===== config.mk =====
export PLATFORM = sky130hd
export DESIGN_NAME = pes_speed
export DESIGN_NICKNAME = d
export VERILOG_FILES = /design/src/rtl/pes_speed_notes_unused.sv /design/src/rtl/pes_pkg.sv /design/src/rtl/pes_edge_if.sv /design/src/rtl/pes_edge_qual.sv /design/src/rtl/pes_speed.sv
export SDC_FILE = /design/constraint.sdc
export NUM_CORES = 2
export LEC_CHECK = 0
export BUFFER_PORTS_ARGS = -buffer_cell sky130_fd_sc_hd__buf_2
export CAP_MARGIN = 0
export CORE_ASPECT_RATIO = 1.5
export CORE_UTILIZATION = 52
export DETAILED_ROUTE_END_ITERATION = 16
export GPL_TIMING_DRIVEN = 0
export PLACE_DENSITY = 0.68
export SLEW_MARGIN = 20
export SYNTH_ARGS = -nofsm -noshare
export SYNTH_HDL_FRONTEND = slang
export SYNTH_SLANG_ARGS = --single-unit

===== constraint.sdc =====
create_clock -name mclk -period 26.8 [get_ports mclk]
set_input_delay 2.68 -clock mclk [delete_from_list [all_inputs] [get_ports mclk]]
set_output_delay 2.68 -clock mclk [all_outputs]
set_load 0.005 [all_outputs]

===== src/rtl/pes_speed_notes_unused.sv =====
`timescale 1ns/1ns
`default_nettype none
`default_nettype wire


===== src/rtl/pes_pkg.sv =====
`default_nettype none
package pes_pkg;

   // Encoder type selector codes
   localparam logic [2:0] ENC_OFF     = 3'h0;
   localparam logic [2:0] ENC_T1      = 3'h1;
   localparam logic [2:0] ENC_T1A     = 3'h2;
   localparam logic [2:0] ENC_T2      = 3'h3;
   localparam logic [2:0] ENC_T3      = 3'h4;
   localparam logic [2:0] ENC_TYPE_RST = 3'h0;

   // Edge multiplicity selector codes
   localparam logic [1:0] MULT_1X     = 2'h0;
   localparam logic [1:0] MULT_2X     = 2'h1;
   localparam logic [1:0] MULT_4X     = 2'h2;
   localparam logic [1:0] MULT_RST    = 2'h2;

   // Measuring window selector codes
   localparam logic [1:0] WSEL_1MS    = 2'h0;
   localparam logic [1:0] WSEL_2MS    = 2'h1;
   localparam logic [1:0] WSEL_4MS    = 2'h2;

   // Software-side reset values of the settings
   localparam logic [14:0] PPR_RST    = 15'h01F4;
   localparam logic [15:0] MAXSPD_RST = 16'h1388;

   // Timing
   localparam int unsigned CLK_PERIOD_NS = 10;
   localparam int unsigned WIN_UNIT_NS   = 1000000;
   localparam int unsigned WIN_UNIT_CYC  = WIN_UNIT_NS / CLK_PERIOD_NS;

   // Speed arithmetic: rpm_max * ppr, and its per-ms single-track edge limit
   localparam int unsigned NMAX_NUM          = 18000000;
   localparam int unsigned EDGE_LIMIT_PER_MS = NMAX_NUM / 60000;
   // 60000 ms/min * 10 (0.1 rpm) * 10000 (0.01 %)
   localparam logic [47:0] SPEED_SCALE = 48'h0001_65A0_BC00;
   localparam logic [14:0] MIN_EDGES   = 15'h0001;

   localparam int CNT_W = 15;
   localparam int TMR_W = 20;
   localparam int DIV_W = 48;

   typedef enum logic [2:0] {
      DV_IDLE = 3'b001,
      DV_RUN  = 3'b010,
      DV_DONE = 3'b100
   } pes_div_st_t;

endpackage
`default_nettype wire


===== src/rtl/pes_edge_if.sv =====
`timescale 1ns/1ns
`default_nettype none
interface pes_edge_if;
   logic       trk_a;
   logic       trk_b;
   logic [1:0] mult;
   logic       edge_q;
   logic       up;
   logic       rise_a;
   modport qual (input trk_a, trk_b, mult, output edge_q, up, rise_a);
   modport core (output trk_a, trk_b, mult, input edge_q, up, rise_a);
endinterface
`default_nettype wire


===== src/rtl/pes_edge_qual.sv =====
`timescale 1ns/1ns
`default_nettype none
module pes_edge_qual
   import pes_pkg::*;
(
   input  wire logic mclk,    // System clock
   input  wire logic sys_rst, // Async reset, high
   pes_edge_if.qual  eif      // Track samples in, qualified edges out
);
   logic prev_a_ff;
   logic prev_b_ff;
   logic prev_ok_ff;
   // No edge until one real sample is held, whatever level the tracks rest at
   wire  chg_a = prev_ok_ff & (eif.trk_a ^ prev_a_ff);
   wire  chg_b = prev_ok_ff & (eif.trk_b ^ prev_b_ff);

   always_ff @(posedge mclk or posedge sys_rst) begin
      if (sys_rst) begin
         prev_a_ff <= 1'b0;
         prev_b_ff  <= 1'b0;
         prev_ok_ff <= 1'b0;
      end else begin
         prev_a_ff  <= eif.trk_a;
         prev_b_ff  <= eif.trk_b;
         prev_ok_ff <= 1'b1;
      end
   end

   assign eif.rise_a = chg_a & eif.trk_a;
   assign eif.edge_q = (eif.mult == MULT_4X) ? (chg_a | chg_b) :
                       (eif.mult == MULT_2X) ? chg_a :
                       eif.rise_a;
   // Track A leading track B counts up
   assign eif.up     = chg_a ? (eif.trk_a ^ eif.trk_b) : (eif.trk_a ~^ eif.trk_b);
endmodule
`default_nettype wire


===== src/rtl/pes_speed.sv =====
// How it works
// - 1x counts rising edges of one track
// - 2x counts both edges, types 1/1a/2
// - 4x counts both tracks, types 1/1a
// - Multiplicity codes 0,1,2 mean 1x,2x,4x
// - Multiplicity governs speed and position paths
// - Type codes 0-4, 0 disables sensing
// - Pulses per revolution is the divisor
// - Maximum speed setting equals 100 percent
// - Below minimum measurable speed report zero
// - Max speed is 18000000 over pulses
// - Base window is 1 ms by default
// - Auto switchovers extend range at low speed
// - Window select 0/1/2 gives 1/2/4 ms
// - Auto window lengthens to 2/4 ms
`timescale 1ns/1ns
`default_nettype none
module pes_speed
   import pes_pkg::*;
#(
   parameter int unsigned WIN_1MS_CYC = WIN_UNIT_CYC, // Cycles per 1 ms window unit
   parameter int unsigned LOW_EDGES   = 16,           // Below this count speed is low
   parameter int unsigned VLOW_EDGES  = 4             // Below this count speed is very low
)(
   input  wire logic        mclk,                         // 100 MHz clock
   input  wire logic        sys_rst,                      // Async reset, high
   input  wire logic        track_a,                      // Encoder track A
   input  wire logic        track_b,                      // Encoder track B
   input  wire logic        gate_sync,                    // Gating-pulse sync strobe
   input  wire logic [2:0]  encoder_type_select,          // 0 off, 1..4 types
   input  wire logic [14:0] pulses_per_revolution,        // 1..32767
   input  wire logic [15:0] max_speed_setting,            // 0.1 rpm units
   input  wire logic [1:0]  edge_multiplicity_select,     // 0 1x, 1 2x, 2 4x
   input  wire logic        auto_multiplicity_switchover, // Raise multiplicity when slow
   input  wire logic        auto_window_switchover,       // Lengthen window when slow
   input  wire logic [1:0]  measuring_window_select,      // 0 1ms, 1 2ms, 2 4ms
   output logic [15:0]      actual_speed_percent,         // 0.01 % units, saturating
   output logic             speed_update,                 // Pulse on new value
   output logic             speed_reverse,                // Direction of last window
   output logic             over_range,                   // Last window above max speed
   output logic [31:0]      position_count,               // Signed edge position
   output logic [2:0]       window_ms                     // Active window length in ms
);
   pes_edge_if eif ();

   pes_edge_qual u_qual (
      .mclk    (mclk),
      .sys_rst (sys_rst),
      .eif     (eif)
   );

   function automatic logic [1:0] max_mult(input logic [2:0] typ);
      max_mult = (typ == ENC_T1 || typ == ENC_T1A) ? MULT_4X :
                 (typ == ENC_T2) ? MULT_2X : MULT_1X;
   endfunction

   function automatic logic [2:0] mult_fac(input logic [1:0] m);
      mult_fac = (m == MULT_4X) ? 3'h4 : (m == MULT_2X) ? 3'h2 : 3'h1;
   endfunction

   logic [CNT_W-1:0] win_cnt_ff;
   logic [CNT_W-1:0] raw_a_ff;
   logic [CNT_W-1:0] cnt_lat_ff;
   logic [TMR_W-1:0] tmr_ff;
   logic [1:0]       mult_win_ff;
   logic [2:0]       win_ms_ff;
   logic             low_ff;
   logic signed [CNT_W:0] net_ff;
   logic [DIV_W-1:0] den_ff;
   logic [DIV_W-1:0] quo_ff;
   logic [DIV_W:0]   rem_ff;
   logic [5:0]       step_ff;
   pes_div_st_t      dv_ff;
   pes_div_st_t      nxt_dv;
   logic [15:0]      speed_ff;
   logic             upd_ff;
   logic             rev_ff;
   logic             ovr_ff;
   logic [31:0]      pos_ff;

   wire enc_on = (encoder_type_select != ENC_OFF) && (encoder_type_select <= ENC_T3);
   wire quad   = (encoder_type_select == ENC_T1) || (encoder_type_select == ENC_T1A);

   // Requested multiplicity is clamped to what the encoder type permits
   wire [1:0] req_mult  = (edge_multiplicity_select > MULT_4X) ? MULT_1X : edge_multiplicity_select;
   wire [1:0] lim_mult  = (req_mult > max_mult(encoder_type_select)) ?
                          max_mult(encoder_type_select) : req_mult;
   wire [1:0] nxt_mult  = (auto_multiplicity_switchover && low_ff) ?
                          max_mult(encoder_type_select) : lim_mult;

   assign eif.trk_a = track_a;
   assign eif.trk_b = track_b;
   assign eif.mult  = mult_win_ff;

   wire edge_ok = enc_on && eif.edge_q;
   wire step_up = quad ? eif.up : 1'b1;

   // Next window length; a very slow count reaches 4 ms, a slow one doubles a 1 or 2 ms base
   wire [2:0] base_ms = (measuring_window_select == WSEL_4MS) ? 3'h4 :
                        (measuring_window_select == WSEL_2MS) ? 3'h2 : 3'h1;
   wire cnt_low  = win_cnt_ff < CNT_W'(LOW_EDGES);
   wire cnt_vlow = win_cnt_ff < CNT_W'(VLOW_EDGES);
   wire [2:0] nxt_ms = !auto_window_switchover ? base_ms :
                       (base_ms == 3'h1 && cnt_vlow) ? 3'h4 :
                       (base_ms != 3'h4 && cnt_low) ? (base_ms << 1) : base_ms;

   wire [TMR_W-1:0] win_cyc = TMR_W'(WIN_1MS_CYC) * TMR_W'(win_ms_ff);
   // Window closes on the first gating sync after the nominal time has run out
   wire win_close = (tmr_ff >= win_cyc - TMR_W'(1)) && gate_sync;
   // Single-track edge rate above the encoder limit means speed above nmax
   wire [CNT_W-1:0] a_limit = CNT_W'(EDGE_LIMIT_PER_MS) * CNT_W'(win_ms_ff);

   wire [DIV_W-1:0] nxt_num = DIV_W'(win_cnt_ff) * SPEED_SCALE;
   wire [DIV_W-1:0] nxt_den = DIV_W'(mult_fac(mult_win_ff)) * DIV_W'(pulses_per_revolution) *
                              DIV_W'(win_ms_ff) * DIV_W'(max_speed_setting);
   wire [DIV_W:0]   trial   = {rem_ff[DIV_W-1:0], quo_ff[DIV_W-1]};
   wire             fits    = trial >= {1'b0, den_ff};
   wire [15:0]      sat_q   = (|quo_ff[DIV_W-1:16]) ? 16'hFFFF : quo_ff[15:0];
   wire             too_slow = cnt_lat_ff < MIN_EDGES;

   always_ff @(posedge mclk or posedge sys_rst) begin
      if (sys_rst) begin
         tmr_ff      <= '0;
         win_cnt_ff  <= '0;
         raw_a_ff    <= '0;
         net_ff      <= '0;
         cnt_lat_ff  <= '0;
         mult_win_ff <= MULT_1X;
         win_ms_ff   <= 3'h1;
         low_ff      <= 1'b0;
         ovr_ff      <= 1'b0;
         rev_ff      <= 1'b0;
      end else if (win_close) begin
         tmr_ff      <= '0;
         win_cnt_ff  <= CNT_W'(edge_ok);
         raw_a_ff    <= CNT_W'(enc_on && eif.rise_a);
         net_ff      <= edge_ok ? (step_up ? 16'sh0001 : -16'sh0001) : 16'sh0000;
         cnt_lat_ff  <= win_cnt_ff;
         mult_win_ff <= nxt_mult;
         win_ms_ff   <= nxt_ms;
         low_ff      <= cnt_low;
         ovr_ff      <= raw_a_ff > a_limit;
         rev_ff      <= net_ff < 0;
      end else begin
         tmr_ff      <= (tmr_ff == {TMR_W{1'b1}}) ? tmr_ff : tmr_ff + TMR_W'(1);
         if (edge_ok && !(&win_cnt_ff)) begin
            win_cnt_ff <= win_cnt_ff + CNT_W'(1);
            net_ff     <= step_up ? net_ff + 16'sh0001 : net_ff - 16'sh0001;
         end
         if (enc_on && eif.rise_a && !(&raw_a_ff))
            raw_a_ff <= raw_a_ff + CNT_W'(1);
      end
   end

   // Sequential restoring divider; the window is far longer than its run
   always_comb begin
      case (dv_ff)
         DV_IDLE: nxt_dv = win_close ? DV_RUN : DV_IDLE;
         DV_RUN:  nxt_dv = (step_ff == 6'(DIV_W - 1)) ? DV_DONE : DV_RUN;
         DV_DONE: nxt_dv = DV_IDLE;
         default: nxt_dv = DV_IDLE;
      endcase
   end

   always_ff @(posedge mclk or posedge sys_rst) begin
      if (sys_rst) begin
         dv_ff   <= DV_IDLE;
         step_ff <= '0;
         den_ff  <= '0;
         quo_ff  <= '0;
         rem_ff  <= '0;
      end else begin
         dv_ff <= nxt_dv;
         if (dv_ff == DV_IDLE && win_close) begin
            den_ff  <= nxt_den;
            quo_ff  <= nxt_num;
            rem_ff  <= '0;
            step_ff <= '0;
         end else if (dv_ff == DV_RUN) begin
            rem_ff  <= fits ? trial - {1'b0, den_ff} : trial;
            quo_ff  <= {quo_ff[DIV_W-2:0], fits};
            step_ff <= step_ff + 6'h01;
         end
      end
   end

   always_ff @(posedge mclk or posedge sys_rst) begin
      if (sys_rst) begin
         speed_ff <= 16'h0000;
         upd_ff   <= 1'b0;
         pos_ff   <= 32'h0000_0000;
      end else begin
         upd_ff <= (dv_ff == DV_DONE) && enc_on;
         if (!enc_on)
            speed_ff <= 16'h0000;
         else if (dv_ff == DV_DONE)
            speed_ff <= too_slow ? 16'h0000 : sat_q;
         if (edge_ok)
            pos_ff <= step_up ? pos_ff + 32'h0000_0001 : pos_ff - 32'h0000_0001;
      end
   end

   assign actual_speed_percent = speed_ff;
   assign speed_update         = upd_ff;
   assign speed_reverse        = rev_ff;
   assign over_range           = ovr_ff;
   assign position_count       = pos_ff;
   assign window_ms            = win_ms_ff;

   property p_off_zero;
      @(posedge mclk) disable iff (sys_rst)
      (encoder_type_select == ENC_OFF) |=> (actual_speed_percent == 16'h0000);
   endproperty
   a_off_zero: assert property (p_off_zero) else $error("speed not zero while disabled");

   property p_single_rise;
      @(posedge mclk) disable iff (sys_rst)
      (mult_win_ff == MULT_1X && eif.edge_q) |-> (track_a && !$past(track_a));
   endproperty
   a_single_rise: assert property (p_single_rise) else $error("1x counted a non-rising edge");

   property p_2x_types;
      @(posedge mclk) disable iff (sys_rst)
      (win_close && encoder_type_select == ENC_T3) |=> (mult_win_ff == MULT_1X);
   endproperty
   a_2x_types: assert property (p_2x_types) else $error("2x used on type 3");

   property p_4x_types;
      @(posedge mclk) disable iff (sys_rst)
      (win_close && !quad) |=> (mult_win_ff != MULT_4X);
   endproperty
   a_4x_types: assert property (p_4x_types) else $error("4x used on non-quadrature type");

   property p_zero_below_min;
      @(posedge mclk) disable iff (sys_rst)
      speed_update && (cnt_lat_ff < MIN_EDGES) |-> (actual_speed_percent == 16'h0000);
   endproperty
   a_zero_below_min: assert property (p_zero_below_min) else $error("nonzero speed below minimum");

   property p_win_len;
      @(posedge mclk) disable iff (sys_rst)
      win_close |-> (tmr_ff == win_cyc - TMR_W'(1)) || (tmr_ff >= win_cyc);
   endproperty
   a_win_len: assert property (p_win_len) else $error("window closed early");

   property p_auto_win;
      @(posedge mclk) disable iff (sys_rst)
      (win_close && auto_window_switchover && measuring_window_select == WSEL_1MS && cnt_vlow)
      |=> (window_ms == 3'h4);
   endproperty
   a_auto_win: assert property (p_auto_win) else $error("very low speed did not select 4 ms");

   property p_fixed_win;
      @(posedge mclk) disable iff (sys_rst)
      (win_close && !auto_window_switchover && measuring_window_select == WSEL_1MS) |=> (window_ms == 3'h1);
   endproperty
   a_fixed_win: assert property (p_fixed_win) else $error("base window not 1 ms");

   property p_over;
      @(posedge mclk) disable iff (sys_rst)
      win_close && (raw_a_ff > a_limit) |=> over_range;
   endproperty
   a_over: assert property (p_over) else $error("over range not flagged");

   property p_pos;
      @(posedge mclk) disable iff (sys_rst)
      (edge_ok && step_up) |=> (position_count == $past(position_count) + 32'h0000_0001);
   endproperty
   a_pos: assert property (p_pos) else $error("position did not follow edge");

   property p_div_lat;
      @(posedge mclk) disable iff (sys_rst)
      (win_close && dv_ff == DV_IDLE) |-> ##49 (dv_ff == DV_DONE) ##1 (speed_update == $past(enc_on));
   endproperty
   a_div_lat: assert property (p_div_lat) else $error("speed result late");

   c_update:  cover property (@(posedge mclk) disable iff (sys_rst) speed_update && actual_speed_percent != 16'h0000);
   c_4x:      cover property (@(posedge mclk) disable iff (sys_rst) mult_win_ff == MULT_4X && eif.edge_q);
   c_auto4ms: cover property (@(posedge mclk) disable iff (sys_rst) window_ms == 3'h4 && auto_window_switchover);
   c_over:    cover property (@(posedge mclk) disable iff (sys_rst) over_range);
endmodule
`default_nettype wire


==> impl_results.md <==
- CTS buffer count: 30
- Fill cells: 6424
- Clock Path Buffers: 3
- GRT Util Overall: 0.2781
- Final hold viol count: 0
- Worst reg2reg path depth: 52
- Worst-Skew Late Latency: 0.61 ns
- CP max-delay cell: fa_1
- DRC violations left: 0
- Layout cells sized above 1: 0.04152
- Grt ovf: 0
- Post_cts resized: 0
- Die width: about 220 um
- Clock Sinks: between 200 and 300
- Area Overhead vs Synth: 7.377%
- Final GP Congestion: 0.9536
- Setup_tns: 0 ns
- CTS tree: built
- Slew Viols, Final: 0
- Max Clk Rate: 68.78 MHz
- Drt total wl: ~97000 um
- HP Class: reg -> reg
- Worst Tran Pin Value: 1.109 ns
- Diode count: 0
- Die extent in y: roughly 330 um
- Hold path depth: 2
- Seq/Total Area, Yosys: 0.1941
- First-pass GRT wire length: 157300 um
- Net count after synthesis: 5084
- Main combinational cell family by area after synthesis: adder cells
- Multi-input gate area: 26500 um2
- Cell Area, Synth: approximately 36000 um2
- Fin crit share: 0.5425
- Simple-Gate Fraction of Synth Area: 0.1593
- Synth Area in Adders: 0.3680
- Core area: about 70000 um2
- Die area: just over 70000 um2
- H-tree depth: 1
- Ports: 99
- Initial antenna violation count: 2
- Initial Util: 0.5271
- Seq cells post-synth: approximately 280
- Yosys warnings: 0
- FF/Latch Area: between 7000 and 8000 um2
- Via count: about 30000
- Worst stage delay on the critical path: around 0.63 ns
- Distinct cells, synth: 72
- Hold Buf Count CTS: 0
- RSZ-0062 raised after global routing: no
- Final Skew: around 0.029 ns
- Iteration-0 DRC Markers: 1583
- Status: finished clean
- Vias/cell: roughly 5.6
- Compound-Gate Fraction of Synth Area: 0.1385
- Largest net degree at the start of global routing: a little over 100
- Post-detail-place hpwl: 79370 um
- Worst path most repeated cell: fa_1
- Post-DRT Antenna Nets: 0
- Minimum clock period: 14.54 ns
- Row cnt: roughly 120
- Primary FF master, synth: dfrtp_1
- Drt pass-1 iters: 7
- Worst endpoint data arrival time: about 15 ns
- Root buf cell: clkbuf_16
- Async S/R FF share, synth: 1.000
- Setup crit start kind: input pin
- Multiplexer area fraction after synthesis: 0.003154
- MaxCap Viol Count: 0
- Final nets: 5217
- XOR/XNOR Fraction of Synth Area: 0.05711
- Post-synth EDFFs: 0
- Number of global-route vias before repair: about 30000
- Port Buffers: 98
- Crit. End Element: flop
- Syn avg cell area: 8.680 um2
- Postcts setup bufs: 0
- WL/cell: 18.41 um
- Crit Path Max Fanout: 10
- WS Path Type: in -> reg
- Endpoints failing setup: 0
- Synthesized instance count: between 4000 and 5000
- Max_slew headroom: 0.2571
- Clock-pin slew on the worst setup and hold paths: 0.06 ns
- Req. time, crit path: between 20 and 30 ns
## flip-flops by register name, indices dropped and copies added, names as in the netlist, 16 cells and up
signal	count
quo_ff	48
rem_ff	48
den_ff	37
position_count	32
tmr_ff	20
actual_speed_percent	16
net_ff	16
## final timing paths
path | end | startpoint | slack [ns]
max | den_ff[36] | pulses_per_revolution[0] | 12.26
min | actual_speed_percent[0] | actual_speed_percent[0] | 0.48
max reg2reg | den_ff[36] | eif.mult[0] | 12.99
min reg2reg | actual_speed_percent[0] | actual_speed_percent[0] | 0.48
max in group asynchronous | actual_speed_percent[10] | sys_rst | 23.16
min in group asynchronous | net_ff[2] | sys_rst | 2.20
## Yosys cell counts, drive strengths merged, types with 6 or more instances
cell type    n  area (um2)
o21bai      32       240.2
a22oi       23       172.7
inv        619        2323
buf         17       87.58
a211o        9       78.83
a31oi       27       168.9
or2          6       37.54
a221oi       6       52.55
a2111oi      7       86.33
nor2       198       743.2
nand4       32       200.2
nor4        28       187.7
fa         399        7988
nor2b       18       112.6
and2       168        1051
or3         17       106.4
o21ai      275        1376
clkbuf     134       503.0
a31o         6       52.55
a41oi        6       52.55
a221o       10       100.1
o311ai       6       52.55
nor3        49       245.2
o21a        13       97.59
a21boi       8       60.06
mux2i        7       70.07
a21o        86       645.6
o211ai      14       105.1
xnor2      136        1191
nand2b      22       137.6
o2111ai      6       52.55
o31ai       15       112.6
and3        25       156.4
xor2       102       893.4
nand2      567        2128
a21oi      200        1001
and4         9       78.83
ha         435        5443
a211oi      17       127.6
dfrtp      281        7032
nand3      102       510.5
o22a        15       131.4
## per-layer routing
metal  global-route usage  vias up  part of all wire
met3              0.02756      256             0.037
met4               0.1447        2             0.057
met1               0.3112    14501              0.38
met5                    0        -          0.000093
met2               0.5151      766              0.53
li1                     -    14122                 -
## area by class of cell
cell class	instances	share of cell area
clock buffer	42	0.02133
multi-input combinational	3152	0.6762
timing repair buffer	101	0.01462
sequential	283	0.1808
buffer	151	0.01507
tap	900	0.02873
clock inverter	11	0.003831
inverter	619	0.05948
## critical path: cells and delay by family
family | cells | cell delay (ns)
buffers and inverters | 10 | 1.35
AND/OR/NAND/NOR | 11 | 1.69
adder cells (fa/ha/maj) | 12 | 5.29
AO/OA/AOI/OAI | 14 | 3.37
XOR/XNOR | 2 | 0.65
## per-stage QoR
step	cell area, um2	cells	hold slack, ns	setup slack (ns)	util
after detailed placement	38210	5206	0.4711	11.74	0.5518
after floorplan	36500	4205	0.4453	13.70	-
after global placement	38120	5203	0.4634	11.84	0.5505
final	39190	5259	0.4786	12.26	0.5660
after CTS	39190	5259	0.4845	12.34	0.5660
after global routing	39190	5259	0.5114	11.30	0.5660
## cells in the final DEF, fill, tap and decap left out, types with 27 or more instances in the layout
cell       synthesis  layout
a21o_1            86      86
a21oi_1          200     200
a31oi_1           27      27
and2_1           168     168
buf_2              1      99
clkbuf_1         134     142
clkbuf_16          0      30
dfrtp_1          281     281
fa_1             399     399
ha_1             435     435
inv_1            619     617
nand2_1          567     567
nand3_1          102     102
nand4_1           32      32
nor2_1           198     198
nor3_1            49      49
o21ai_0          261     261
o21bai_1          32      32
xnor2_1          136     136
xor2_1           102     102
## cell families after synthesis
kind of cell / count (synthesis)
flops: 283
fa+ha+maj: 834
xor+xnor: 238
simple gates: 1255
buf+inv: 770
other cells: 1
compound gates: 813
mux: 11
Power is left out: the tool's default activity adds up to more than one toggle a clock period on the data nets, which glitch-free logic cannot reach.
